### config.mk
export PLATFORM = sky130hd
export DESIGN_NAME = pmt_target
export DESIGN_NICKNAME = d
export VERILOG_FILES = /design/src/pmt_pkg.sv /design/src/pmt_ram_if.sv /design/src/pmt_cfg_ram.sv /design/src/pmt_target.sv
export SDC_FILE = /design/constraint.sdc
export NUM_CORES = 2
export LEC_CHECK = 0
export CORE_MARGIN = 4
export CORE_UTILIZATION = 63
export DETAILED_ROUTE_END_ITERATION = 16
export DONT_BUFFER_PORTS = 1
export HOLD_SLACK_MARGIN = 0.08
export PLACE_DENSITY_LB_ADDON = 0.3
export SKIP_CTS_REPAIR_TIMING = 1
export SYNTH_ARGS = -nofsm -noshare
export SYNTH_HDL_FRONTEND = slang
export SYNTH_SLANG_ARGS = --single-unit
### constraint.sdc
create_clock -name clk_i -period 4.45 [get_ports clk_i]
set_input_delay 1.335 -clock clk_i [delete_from_list [all_inputs] [get_ports clk_i]]
set_output_delay 1.335 -clock clk_i [all_outputs]
set_load 0.01 [all_outputs]
### src/pmt_pkg.sv
// Purpose: Shared constants, types and helpers for the management port
// Assumes: 40 MHz core clock, bus clock sampled as an ordinary input
// Notes:   Command codes limited to the subset the port decodes
package pmt_pkg;

	localparam int CLK_HZ        = 40_000_000;
	localparam int STD_BUS_HZ    = 100_000;
	localparam int FAST_BUS_HZ   = 400_000;
	// Core cycles per bus clock period at the fast rate
	localparam int FAST_BUS_CYC  = CLK_HZ / FAST_BUS_HZ;

	localparam logic [3:0] BITS_PER_BYTE = 4'h8;
	localparam logic [6:0] ADDR_BASE     = 7'h60;
	localparam int         ADDR_BANDS    = 14;
	localparam logic [6:0] ADDR_FALLBACK = 7'h7e;
	localparam logic [6:0] ADDR_FACTORY  = 7'h7f;
	localparam logic [1:0] SEL_SETTLE    = 2'h3;

	localparam logic [7:0] CRC_POLY      = 8'h07;
	localparam logic [7:0] CRC_INIT      = 8'h00;
	localparam logic [7:0] IDLE_BYTE     = 8'hff;
	localparam int         STAT_CML_BIT  = 1;

	localparam logic [7:0] CMD_OPERATION   = 8'h01;
	localparam logic [7:0] CMD_ON_OFF_CFG  = 8'h02;
	localparam logic [7:0] CMD_CLEAR_FLT   = 8'h03;
	localparam logic [7:0] CMD_WRITE_PROT  = 8'h10;
	localparam logic [7:0] CMD_STORE_ALL   = 8'h11;
	localparam logic [7:0] CMD_RESTORE_ALL = 8'h12;
	localparam logic [7:0] CMD_VOUT_MODE   = 8'h20;
	localparam logic [7:0] CMD_VOUT_SET    = 8'h21;
	localparam logic [7:0] CMD_VIN_ON      = 8'h35;
	localparam logic [7:0] CMD_VOUT_OV_FLT = 8'h40;
	localparam logic [7:0] CMD_VOUT_OV_WRN = 8'h42;
	localparam logic [7:0] CMD_IOUT_OC_FLT = 8'h46;
	localparam logic [7:0] CMD_IOUT_OC_WRN = 8'h4a;
	localparam logic [7:0] CMD_OT_FLT      = 8'h4f;
	localparam logic [7:0] CMD_OT_WRN      = 8'h51;
	localparam logic [7:0] CMD_TON_DELAY   = 8'h60;
	localparam logic [7:0] CMD_STATUS_BYTE = 8'h78;
	localparam logic [7:0] CMD_FREQ_SWITCH = 8'h95;

	// Linear mode, exponent -12
	localparam logic [7:0] VOUT_MODE_VAL = 8'h14;
	localparam logic [4:0] EXP_VIN       = 5'h1d;
	localparam logic [4:0] EXP_IOUT      = 5'h1d;
	localparam logic [4:0] EXP_TEMP      = 5'h1e;
	localparam logic [4:0] EXP_FREQ      = 5'h01;
	localparam logic [4:0] EXP_TIME      = 5'h1f;

	typedef enum logic [2:0] {
		FMT_NONE, FMT_SEND, FMT_RO_BYTE, FMT_BYTE, FMT_VOUT, FMT_LIN
	} pmt_fmt_t;

	function automatic pmt_fmt_t pmt_cmd_fmt(input logic [7:0] cmd);
		case (cmd)
			CMD_CLEAR_FLT, CMD_STORE_ALL, CMD_RESTORE_ALL: return FMT_SEND;
			CMD_STATUS_BYTE, CMD_VOUT_MODE:                return FMT_RO_BYTE;
			CMD_OPERATION, CMD_ON_OFF_CFG, CMD_WRITE_PROT: return FMT_BYTE;
			CMD_VOUT_SET, CMD_VOUT_OV_FLT, CMD_VOUT_OV_WRN: return FMT_VOUT;
			CMD_VIN_ON, CMD_IOUT_OC_FLT, CMD_IOUT_OC_WRN,
			CMD_OT_FLT, CMD_OT_WRN, CMD_TON_DELAY,
			CMD_FREQ_SWITCH:                               return FMT_LIN;
			default:                                       return FMT_NONE;
		endcase
	endfunction

	function automatic logic [4:0] pmt_cmd_exp(input logic [7:0] cmd);
		case (cmd)
			CMD_VIN_ON:                         return EXP_VIN;
			CMD_IOUT_OC_FLT, CMD_IOUT_OC_WRN:   return EXP_IOUT;
			CMD_OT_FLT, CMD_OT_WRN:             return EXP_TEMP;
			CMD_FREQ_SWITCH:                    return EXP_FREQ;
			default:                            return EXP_TIME;
		endcase
	endfunction

	function automatic logic [7:0] pmt_crc8(input logic [7:0] crc,
	                                        input logic [7:0] data);
		logic [7:0] c;
		c = crc ^ data;
		for (int i = 0; i < 8; i++) begin
			c = c[7] ? ({c[6:0], 1'b0} ^ CRC_POLY) : {c[6:0], 1'b0};
		end
		return c;
	endfunction

endpackage

### src/pmt_ram_if.sv
// Purpose: Port bundle between the protocol engine and working memory
// Assumes: One write and one registered read per cycle
// Notes:   Read data lags the read address by one cycle
`timescale 1ns/1ps
interface pmt_ram_if #(parameter int AW = 8, parameter int DW = 16);
	logic          we;
	logic [AW-1:0] waddr;
	logic [DW-1:0] wdata;
	logic [AW-1:0] raddr;
	logic [DW-1:0] rdata;
	modport ctrl (output we, output waddr, output wdata, output raddr,
	              input rdata);
	modport mem (input we, input waddr, input wdata, input raddr,
	             output rdata);
endinterface

### src/pmt_cfg_ram.sv
// Purpose: Working memory for configuration words, indexed by command
// Assumes: Contents are not reset; only the read register is
// Notes:   Nonvolatile copy lives outside and is reached by pulses
`timescale 1ns/1ps
module pmt_cfg_ram #(
	parameter int AW = 8,
	parameter int DW = 16
) (
	input  wire logic clk_i,
	input  wire logic rst_n_i,
	pmt_ram_if.mem    ram
);
	logic [DW-1:0] mem [2**AW];

	always_ff @(posedge clk_i) begin
		if (ram.we) begin
			mem[ram.waddr] <= ram.wdata;
		end
	end

	always_ff @(posedge clk_i or negedge rst_n_i) begin
		if (!rst_n_i) begin
			ram.rdata <= '0;
		end else begin
			ram.rdata <= mem[ram.raddr];
		end
	end
endmodule

### src/pmt_target.sv
// Purpose: Target side of the power module management serial port
// Assumes: Bus clock and data sampled by clk_i, so bus rate <= 400 kHz
// Notes:   Host writes always carry a check byte except bare send byte
//
// Behaviour
// - Works at both standard and fast bus rates
// - Data, clock, alert lines plus address select
// - Check the host's appended check byte
// - Append a check byte to every response
// - Alert pulls shared line low, else released
// - Keep answering own address while alerting
// - Clear faults command clears flags, releases alert
// - Settings persist only on store-default command
// - Fourteen select bands map to addresses 96..109
// - Out of band selection falls back to 126
// - Also acknowledge reserved factory address 127
// - Linear data, per-command fixed exponent only
// - No direct numeric format anywhere
// - Output voltage words: unsigned, exponent minus twelve
// - Other values: 5-bit exponent, 11-bit mantissa
// - Fixed exponents per quantity as listed
`timescale 1ns/1ps
module pmt_target #(
	parameter int SEL_W = 4
) (
	input  wire logic             clk_i,
	input  wire logic             rst_n_i,
	input  wire logic             scl_i,
	input  wire logic             sda_i,
	input  wire logic [SEL_W-1:0] address_select_pin_i,
	input  wire logic [7:0]       fault_i,
	output logic                  sda_o,
	output logic                  sda_oe_n_o,
	output logic                  alert_o,
	output logic                  alert_oe_n_o,
	output logic                  store_default_o,
	output logic                  restore_default_o,
	output logic [6:0]            bus_address_o
);
	typedef enum logic [2:0] {
		ST_IDLE, ST_ADDR, ST_RX, ST_ACK, ST_TX, ST_MACK, ST_SKIP
	} pmt_state_t;

	pmt_ram_if #(.AW(8), .DW(16)) ram ();

	pmt_cfg_ram #(.AW(8), .DW(16)) u_ram (
		.clk_i   (clk_i),
		.rst_n_i (rst_n_i),
		.ram     (ram)
	);

	logic             scl_m, scl_s, scl_d, sda_m, sda_s, sda_d;
	logic [7:0]       flt_m, flt_s;
	logic [SEL_W-1:0] sel_m, sel_s;
	logic             scl_rise, scl_fall, start_c, stop_c;

	// Both bus lines see the same two-stage delay so start/stop stay valid
	always_ff @(posedge clk_i or negedge rst_n_i) begin
		if (!rst_n_i) begin
			{scl_m, scl_s, scl_d} <= 3'h7;
			{sda_m, sda_s, sda_d} <= 3'h7;
			flt_m <= 8'h00;
			flt_s <= 8'h00;
			sel_m <= '0;
			sel_s <= '0;
		end else begin
			{scl_m, scl_s, scl_d} <= {scl_i, scl_m, scl_s};
			{sda_m, sda_s, sda_d} <= {sda_i, sda_m, sda_s};
			flt_m <= fault_i;
			flt_s <= flt_m;
			sel_m <= address_select_pin_i;
			sel_s <= sel_m;
		end
	end

	// Edge timing only relies on 100 or 400 kHz being far below clk_i
	assign scl_rise = scl_s & ~scl_d;
	assign scl_fall = ~scl_s & scl_d;
	assign start_c  = scl_s & scl_d & sda_d & ~sda_s;
	assign stop_c   = scl_s & scl_d & ~sda_d & sda_s;

	logic [1:0] sel_wait;
	logic       addr_done;

	// Select level caught once, after the synchroniser has settled
	always_ff @(posedge clk_i or negedge rst_n_i) begin
		if (!rst_n_i) begin
			sel_wait      <= 2'h0;
			addr_done     <= 1'b0;
			bus_address_o <= pmt_pkg::ADDR_FALLBACK;
		end else if (!addr_done) begin
			if (sel_wait == pmt_pkg::SEL_SETTLE) begin
				addr_done <= 1'b1;
				if (32'(sel_s) < pmt_pkg::ADDR_BANDS) begin
					bus_address_o <= pmt_pkg::ADDR_BASE + 7'(sel_s);
				end else begin
					bus_address_o <= pmt_pkg::ADDR_FALLBACK;
				end
			end else begin
				sel_wait <= sel_wait + 2'h1;
			end
		end
	end

	pmt_state_t       state;
	logic [3:0]       bit_cnt;
	logic [7:0]       shreg, tx_byte, crc, cmd, d0, d1;
	logic [2:0]       n_rx;
	logic [1:0]       tx_idx;
	logic             rw, drive, commit;
	logic [7:0]       status;
	pmt_pkg::pmt_fmt_t fmt;
	logic             addr_hit, byte_rsp;
	logic [7:0]       byte_val;

	assign fmt      = pmt_pkg::pmt_cmd_fmt(cmd);
	assign byte_rsp = (fmt == pmt_pkg::FMT_RO_BYTE) ||
	                  (fmt == pmt_pkg::FMT_BYTE);
	assign byte_val = (cmd == pmt_pkg::CMD_STATUS_BYTE) ? status :
	                  (cmd == pmt_pkg::CMD_VOUT_MODE) ?
	                  pmt_pkg::VOUT_MODE_VAL : ram.rdata[7:0];
	// Alert state plays no part in matching
	assign addr_hit = (shreg[7:1] == pmt_pkg::ADDR_FACTORY) ||
	                  (addr_done && shreg[7:1] == bus_address_o);
	assign ram.raddr = cmd;

	// Reply byte by position: data bytes, then check byte, then idle
	function automatic logic [7:0] tx_pick(input logic [1:0] idx,
	                                       input logic       one,
	                                       input logic [7:0] bval,
	                                       input logic [15:0] word,
	                                       input logic [7:0] pec);
		if (one) begin
			return (idx == 2'h0) ? bval :
			       (idx == 2'h1) ? pec : pmt_pkg::IDLE_BYTE;
		end
		return (idx == 2'h0) ? word[7:0] :
		       (idx == 2'h1) ? word[15:8] :
		       (idx == 2'h2) ? pec : pmt_pkg::IDLE_BYTE;
	endfunction

	logic [7:0] tx_next;
	assign tx_next = tx_pick(tx_idx, byte_rsp, byte_val, ram.rdata, crc);

	// Byte engine: the only writer of the data line enable
	always_ff @(posedge clk_i or negedge rst_n_i) begin
		if (!rst_n_i) begin
			state   <= ST_IDLE;
			bit_cnt <= 4'h0;
			shreg   <= 8'h00;
			tx_byte <= 8'h00;
			crc     <= pmt_pkg::CRC_INIT;
			cmd     <= 8'h00;
			d0      <= 8'h00;
			d1      <= 8'h00;
			n_rx    <= 3'h0;
			tx_idx  <= 2'h0;
			rw      <= 1'b0;
			drive   <= 1'b0;
			commit  <= 1'b0;
		end else begin
			commit <= 1'b0;
			if (start_c) begin
				state   <= ST_ADDR;
				bit_cnt <= 4'h0;
				drive   <= 1'b0;
				// Every reply restarts at its first byte, else a stale
				// position from the last read would pick idle or check
				tx_idx  <= 2'h0;
				if (state == ST_IDLE || state == ST_SKIP) begin
					crc  <= pmt_pkg::CRC_INIT;
					n_rx <= 3'h0;
				end
			end else if (stop_c) begin
				commit <= (state == ST_RX) && !rw && (n_rx != 3'h0);
				state  <= ST_IDLE;
				drive  <= 1'b0;
			end else if (scl_rise) begin
				case (state)
					ST_ADDR, ST_RX: begin
						shreg   <= {shreg[6:0], sda_s};
						bit_cnt <= bit_cnt + 4'h1;
					end
					ST_TX: bit_cnt <= bit_cnt + 4'h1;
					ST_MACK: begin
						if (sda_s) begin
							state <= ST_SKIP;
						end
					end
					default: ;
				endcase
			end else if (scl_fall) begin
				case (state)
					ST_ADDR: begin
						if (bit_cnt == pmt_pkg::BITS_PER_BYTE) begin
							crc <= pmt_pkg::pmt_crc8(crc, shreg);
							if (addr_hit) begin
								rw    <= shreg[0];
								drive <= 1'b1;
								state <= ST_ACK;
							end else begin
								state <= ST_SKIP;
							end
						end
					end
					ST_RX: begin
						if (bit_cnt == pmt_pkg::BITS_PER_BYTE) begin
							crc <= pmt_pkg::pmt_crc8(crc, shreg);
							case (n_rx)
								3'h0:    cmd <= shreg;
								3'h1:    d0 <= shreg;
								3'h2:    d1 <= shreg;
								default: ;
							endcase
							if (n_rx != 3'h7) begin
								n_rx <= n_rx + 3'h1;
							end
							drive <= 1'b1;
							state <= ST_ACK;
						end
					end
					ST_ACK, ST_MACK: begin
						bit_cnt <= 4'h0;
						if (rw) begin
							// Reply bytes also enter the running check
							crc     <= pmt_pkg::pmt_crc8(crc, tx_next);
							tx_byte <= tx_next;
							tx_idx  <= (state == ST_ACK) ? 2'h1 :
							           (tx_idx == 2'h3) ? 2'h3 :
							           tx_idx + 2'h1;
							drive   <= ~tx_next[7];
							state   <= ST_TX;
						end else begin
							drive <= 1'b0;
							state <= ST_RX;
						end
					end
					ST_TX: begin
						if (bit_cnt == pmt_pkg::BITS_PER_BYTE) begin
							drive <= 1'b0;
							state <= ST_MACK;
						end else begin
							drive   <= ~tx_byte[6];
							tx_byte <= {tx_byte[6:0], 1'b0};
						end
					end
					default: ;
				endcase
			end
		end
	end

	logic pec_ok, exp_ok, act_clear, act_store, act_restore, act_wr;
	logic act_bad;
	assign pec_ok = (crc == 8'h00);
	assign exp_ok = (d1[7:3] == pmt_pkg::pmt_cmd_exp(cmd));

	always_comb begin
		act_clear   = 1'b0;
		act_store   = 1'b0;
		act_restore = 1'b0;
		act_wr      = 1'b0;
		act_bad     = 1'b0;
		case (fmt)
			pmt_pkg::FMT_SEND: begin
				if (n_rx == 3'h1 || (n_rx == 3'h2 && pec_ok)) begin
					act_clear   = (cmd == pmt_pkg::CMD_CLEAR_FLT);
					act_store   = (cmd == pmt_pkg::CMD_STORE_ALL);
					act_restore = (cmd == pmt_pkg::CMD_RESTORE_ALL);
				end else begin
					act_bad = 1'b1;
				end
			end
			pmt_pkg::FMT_BYTE: begin
				act_wr  = (n_rx == 3'h3) && pec_ok;
				act_bad = (n_rx != 3'h1) && !act_wr;
			end
			pmt_pkg::FMT_VOUT: begin
				act_wr  = (n_rx == 3'h4) && pec_ok;
				act_bad = (n_rx != 3'h1) && !act_wr;
			end
			pmt_pkg::FMT_LIN: begin
				// Foreign exponent rejected rather than rescaled
				act_wr  = (n_rx == 3'h4) && pec_ok && exp_ok;
				act_bad = (n_rx != 3'h1) && !act_wr;
			end
			// Read-only and unknown codes, incl. mode writes
			default: act_bad = (n_rx != 3'h1);
		endcase
	end

	logic clear_p, cml_p;

	// Writes land in working memory only; flash copy is a pulse out
	always_ff @(posedge clk_i or negedge rst_n_i) begin
		if (!rst_n_i) begin
			ram.we            <= 1'b0;
			ram.waddr         <= 8'h00;
			ram.wdata         <= 16'h0000;
			clear_p           <= 1'b0;
			cml_p             <= 1'b0;
			store_default_o   <= 1'b0;
			restore_default_o <= 1'b0;
		end else begin
			ram.we            <= commit && act_wr;
			ram.waddr         <= cmd;
			ram.wdata         <= (fmt == pmt_pkg::FMT_BYTE) ?
			                     {8'h00, d0} : {d1, d0};
			clear_p           <= commit && act_clear;
			cml_p             <= commit && act_bad;
			store_default_o   <= commit && act_store;
			restore_default_o <= commit && act_restore;
		end
	end

	// New events win over a clear in the same cycle
	always_ff @(posedge clk_i or negedge rst_n_i) begin
		if (!rst_n_i) begin
			status <= 8'h00;
		end else begin
			status <= (clear_p ? 8'h00 : status) | flt_s |
			          (8'(cml_p) << pmt_pkg::STAT_CML_BIT);
		end
	end

	// Open drain: both lines only ever pulled low
	always_ff @(posedge clk_i or negedge rst_n_i) begin
		if (!rst_n_i) begin
			sda_o        <= 1'b0;
			sda_oe_n_o   <= 1'b1;
			alert_o      <= 1'b0;
			alert_oe_n_o <= 1'b1;
		end else begin
			sda_o        <= 1'b0;
			sda_oe_n_o   <= ~drive;
			alert_o      <= 1'b0;
			alert_oe_n_o <= ~(|status);
		end
	end
endmodule

# ---- Word-level counts from Yosys, hierarchy flattened
# Memory sizes are Yosys's and may differ from the RTL's. A register that Yosys moved wholly into a read port is not among the register bits.
# Cells that the tools add are included.
dict set report totals {
  elab_cells 312
  output_inout_bits 13
  memories 1
  in_bits 16
  latchBits 0
  rom_bits 0
  mem_bits_rw 4096
  register_bits 141
}
dict set report classes {
  div 0
  n_addsub 5
  mul 0
  muxes 101
  n_shift 0
  n_reduce_logical 68
  order_cmp 1
  n_eq_ne 60
  n_bitwise 40
}
# name words width read_ports rd_ports_with_merged_regs write_ports line_no
set memory_table {}
lappend memory_table {u_ram.mem 256 16 1 1 1 pmt_cfg_ram.sv:13} ;# logic [DW-1:0] mem [2**AW];
# cell n
set op_table {}
lappend op_table {{8-bit two-way mux} 17}
lappend op_table {{3-bit two-way mux} 35}
lappend op_table {{8-bit by 7-bit equality test with 1-bit output, second input constant} 8}
lappend op_table {{7-bit AND reduction} 8}
lappend op_table {{3-bit inverter} 16}
lappend op_table {{8-bit by 5-bit equality test with 1-bit output, second input constant} 3}
lappend op_table {{8-bit by 6-bit equality test with 1-bit output, second input constant} 3}
lappend op_table {{4-bit two-way mux} 6}
lappend op_table {{1-bit two-way mux} 23}
lappend op_table {{7-bit two-way mux} 3}
lappend op_table {{3-bit by 2-bit equality test with 1-bit output, second input constant} 6}
lappend op_table {{3-bit equality test, second input constant} 6}
lappend op_table {{8-bit by 2-bit equality test with 1-bit output, second input constant} 2}
lappend op_table {{16-bit two-way mux} 1}
lappend op_table {{2-bit two-way mux} 8}
lappend op_table {{8-bit case mux with 2 select lines} 1}
lappend op_table {{8-bit XOR} 2}
lappend op_table {{1-bit logical AND} 15}
lappend op_table {{3-bit case mux with 5 select lines} 1}
lappend op_table {{5-bit case mux with 3 select lines} 1}
lappend op_table {{3-bit nonzero test} 5}
lappend op_table {{3-bit OR reduction} 5}
lappend op_table {{7-bit case mux with 2 select lines} 1}
lappend op_table {{2-bit nonzero test} 7}
lappend op_table {{other kinds (47)} 92}

# ---- Logic depth before layout (Yosys ltp)
dict set report logic_depth {
  depth_word 30
  depth_mapped 14
  mapped_depth_nobuf 11
}

# ---- Modules after synthesis
# From an unflattened synthesis, not the netlist that was laid out.
dict set report unflattened {
  hier_cells 8000
  area_unflattened_um2 165643.9
}
# module cells_each seq_area_each_um2 area_per_inst_um2 instances
set modules_own_cells {}
lappend modules_own_cells {pmt_cfg_ram 7360 123398.3 158796.0 1}
lappend modules_own_cells {pmt_target 640 3493.4 6847.8 1}

# ---- Least setup slack after synthesis
# Ideal clock, no wire load.
dict set report synth_timing {
  path_kind {reg-to-reg}
  startpoint {register ram.wdata[0]}
  endpoint {memory u_ram.mem[0][0], data pin}
  arrival_ns 3.169
  required_time_ns 3.649
  path_stages_with_launch 1
  n_path_buf 0
  slack_ns 0.481
  setup_time_ns 0.801
  synth_period_minus_slack_ns 3.969
  cell_sequence {dfrtp_1}
}
# item line_no
set synth_rtl {}
lappend synth_rtl {{from (decl)} pmt_ram_if.sv:8} ;# logic [DW-1:0] wdata;
lappend synth_rtl {{from (signal assigned)} pmt_target.sv:307} ;# ram.wdata <= (fmt == pmt_pkg::FMT_BYTE) ?
lappend synth_rtl {{to (decl)} pmt_cfg_ram.sv:13}
# Straight into the memory's write port.

==> impl_metrics.toml <==
[setup_path]
critical_path.slowest_cell = "dfrtp_4"
critPathLaunch = "cmd[1]"
reg2reg_from = "cmd[1]"
worst_ep_required_time_ns = 5.13
reg2reg_slack_ns = 0.26
path_cells = "buf_12 -> buf_4 -> mux4_2 -> mux4_2 -> mux4_2 -> o211ai_1 -> o311ai_0"
endpoint_kind = "flip-flop"
path_class = "flip-flop to flip-flop"
worst_r2r_path_depth = 7
cpMostUsedCell = "mux4_2"
worstPathMaxFanout = 24
cpPeakStageDelay_ns = 0.66
cp-start-kind = "flip-flop"
cp.arrival_ns = 4.87

[route]
ant_nets = 0
post-route-drc-count = 0
wl_um = 449000
dr_total_vias = 82000
wl_per_cell_um = 40.4
firstDrtPassIters = 9
viasPerCell = 7.38
drtIter0Drc = 14200

[logic_synthesis]
synth_seq_cells = 4251
async_flop_share_pct = 3.65
synth_top_area_share_pct = 75.2
synth_adder_area_share_pct = 0.0917
synth_mux_area_share_pct = 18.7
synth_area_mm2 = 0.164
yosysTopAreaCell = "edfxtp_1"
ys_top_cells_by_area = "edfxtp_1 75%, mux4_2 18%, dfrtp_1 2.2%"
ys.warnings.count = 0
synth_xor_area_share_pct = 0.302
synth_compound_area_share_pct = 0.757
synthDistinctLibCells = 70
synth_top_family_by_area = "multiplexers"
synthSimpleGateAreaFrac_pct = 1.48
synth_ff_type = "edfxtp_1"
syn_avg_cell_area_um2 = 23.9
synth_edf_count = 4096
yosysSeqAreaShare_pct = 77.5
synth_cells = 6858

[global_routing]
grt.total_usage_pct = 33.8
grt_overflow = 0
antenna_found_initial = 23
grt_pass1_vias = 82900
grt_start_max_net_pins = 193
grt_pass1_wl_um = 638000

[job]
drv_cap = 0

[power_and_ir_drop]
cellLeakagePower_uw = 0.0618
p_comb_share_pct = 2.0
p_int_uw = 64300
peakVddDrop_v = 0.000476
p_sw_share_pct = 20.0
power.share.sequential_pct = 54.2
p_clk_share_pct = 43.8
power_switching_uw = 16100
p_per_area_mw_per_mm2 = 436

[floorplanning]
dieHeight_um = 518
ioPinCount = 29
dieArea_mm2 = 0.268
start_util_pct = 63.5
die_w_um = 518
rows = 186
core-area_mm2 = 0.258

[final_layout]
final_util_pct = 71.6
drive_gt1_share_pct = 33.2
layout_common_cells = "4096 x edfxtp_1, 1328 x mux4_2, 420 x clkbuf_16, 420 x buf_4, 257 x nor2_1"
area_growth_pct = 12.7
nNetsFinal = 7405
layout_commonest_cell = "edfxtp_1"

[cts]
cts_inserted_buffers = 415
cts_tree = "yes"
worst_skew_pair.late_latency_ns = 0.94
ctsHtreeMaxLevel = 5
cts_buffer_depth = 4
cts_sinks = 4251
cts_root_buf = "clkbuf_16"
clkTransAtPathRegs_ns = 0.07

[outcome]
status = "finished, final reports clean"

[sta]
setup_viol = 0
rsz0062_at_grt = "false"
hold_violations = 0
fmax_mhz = 239
finalMaxSlewViolations = 0
worst_pin_slew_ns = 1.29
post-route-period-util_pct = 94.2
min_period_ns = 4.19
finalSetupTns_ns = 0
clock_skew_ns = 0.0884
max_slew_margin_pct = 14.1

[placement]
portBuffers = 0
gp_congestion = 0.896
dp_hpwl_um = 238000

[hold_path]
holdCritPathClass = "input pin to asynchronous set/reset pin"
## Yosys cell counts (15+ instances only)
master	instances
edfxtp_1	4096
mux4_2	1328
nor2_1	308
clkbuf_1	220
dfrtp_1	143
buf_2	123
nand2_1	102
mux2_2	49
o21ai_0	42
nand3_1	39
xnor2_1	34
a21oi_1	29
inv_1	26
a22oi_1	24
buf_4	23
nand4_1	21
xor2_1	18
mux2i_1	16
nor2b_1	15
## critical path, delay by kind of cell (launching register included)
| family | cells | cell delay (ns) |
|---|---|---|
| buffers and inverters | 2 | 0.77 |
| flip-flops | 1 | 0.66 |
| AO/OA/AOI/OAI | 2 | 0.93 |
| multiplexers | 3 | 1.58 |
## final cells by class
type	instances	area [µm²]
timing repair buffer	485	4450
fill	13600	73200
inverter	27	104
clock inverter	261	2630
multi-input combinational	2197	35100
tap	3384	4230
antenna	14	35.0
sequential	4251	127000
clock buffer	494	10800
## power by group through the flow
stage | registers [µW] | logic, µW | clock network (µW)
after global routing | 43600 | 1790 | 37300
after detailed placement | 44400 | 1600 | 0
final | 43600 | 1630 | 35200
after global placement | 44400 | 1560 | 0
after floorplan | 44300 | 1430 | 0
after CTS | 43600 | 1610 | 35500
## sequential cells by signal (all words and copies together), names as in the netlist, 2 cells and up
signal / count
bit_cnt: 4
bus_address_o: 5
cmd: 8
crc: 8
d0: 8
d1: 8
flt_m: 8
flt_s: 8
n_rx: 3
ram.waddr: 8
ram.wdata: 16
sel_m: 4
sel_s: 4
sel_wait: 2
shreg: 8
state: 3
status: 8
tx_byte: 7
tx_idx: 2
u_ram.mem: 4096
u_ram.ram.rdata: 16
## path summary, 6_finish.rpt
kind / endpoint
max in group asynchronous: ram.wdata[15]
hold reg to reg: sel_s[3]
min in group clk_i: sel_s[3]
hold / removal: flt_s[0]
setup / recovery: u_ram.ram.rdata[11]
setup reg to reg: u_ram.ram.rdata[11]
## metal layers
layer | GRT usage, % | up-vias | routed length, µm
li1 | - | 30400 | -
met5 | 0 | - | 86
met4 | 18.1 | 12 | 29900
met2 | 51.8 | 7271 | 214000
met3 | 9.12 | 1411 | 58200
met1 | 45.2 | 42900 | 147000
## per-stage QoR
step	setup WS (ns)	cells	power, µW	hold slack [ns]	instance area, µm²
5_1_grt	0.205	11100	82700	0.0956	184000
3_5_place_dp	0.187	10300	46000	0.336	171000
6_report	0.257	11100	80400	0.163	184000
2_1_floorplan	0.481	6860	45700	0.331	164000
3_3_place_gp	0.197	10300	46000	0.341	171000
4_1_cts	0.152	11100	80600	0.0710	184000
## cells by family after synthesis
| logic type | count (synthesis) |
|---|---|
| AOI/OAI and AO/OA | 183 |
| xor gates and xnor gates | 54 |
| adders and majority gates | 12 |
| buffers and inverters | 412 |
| DFF | 4251 |
| muxes | 1393 |
| other | 2 |
| and+or+nand+nor | 551 |
(Power assumes the default switching activity.)
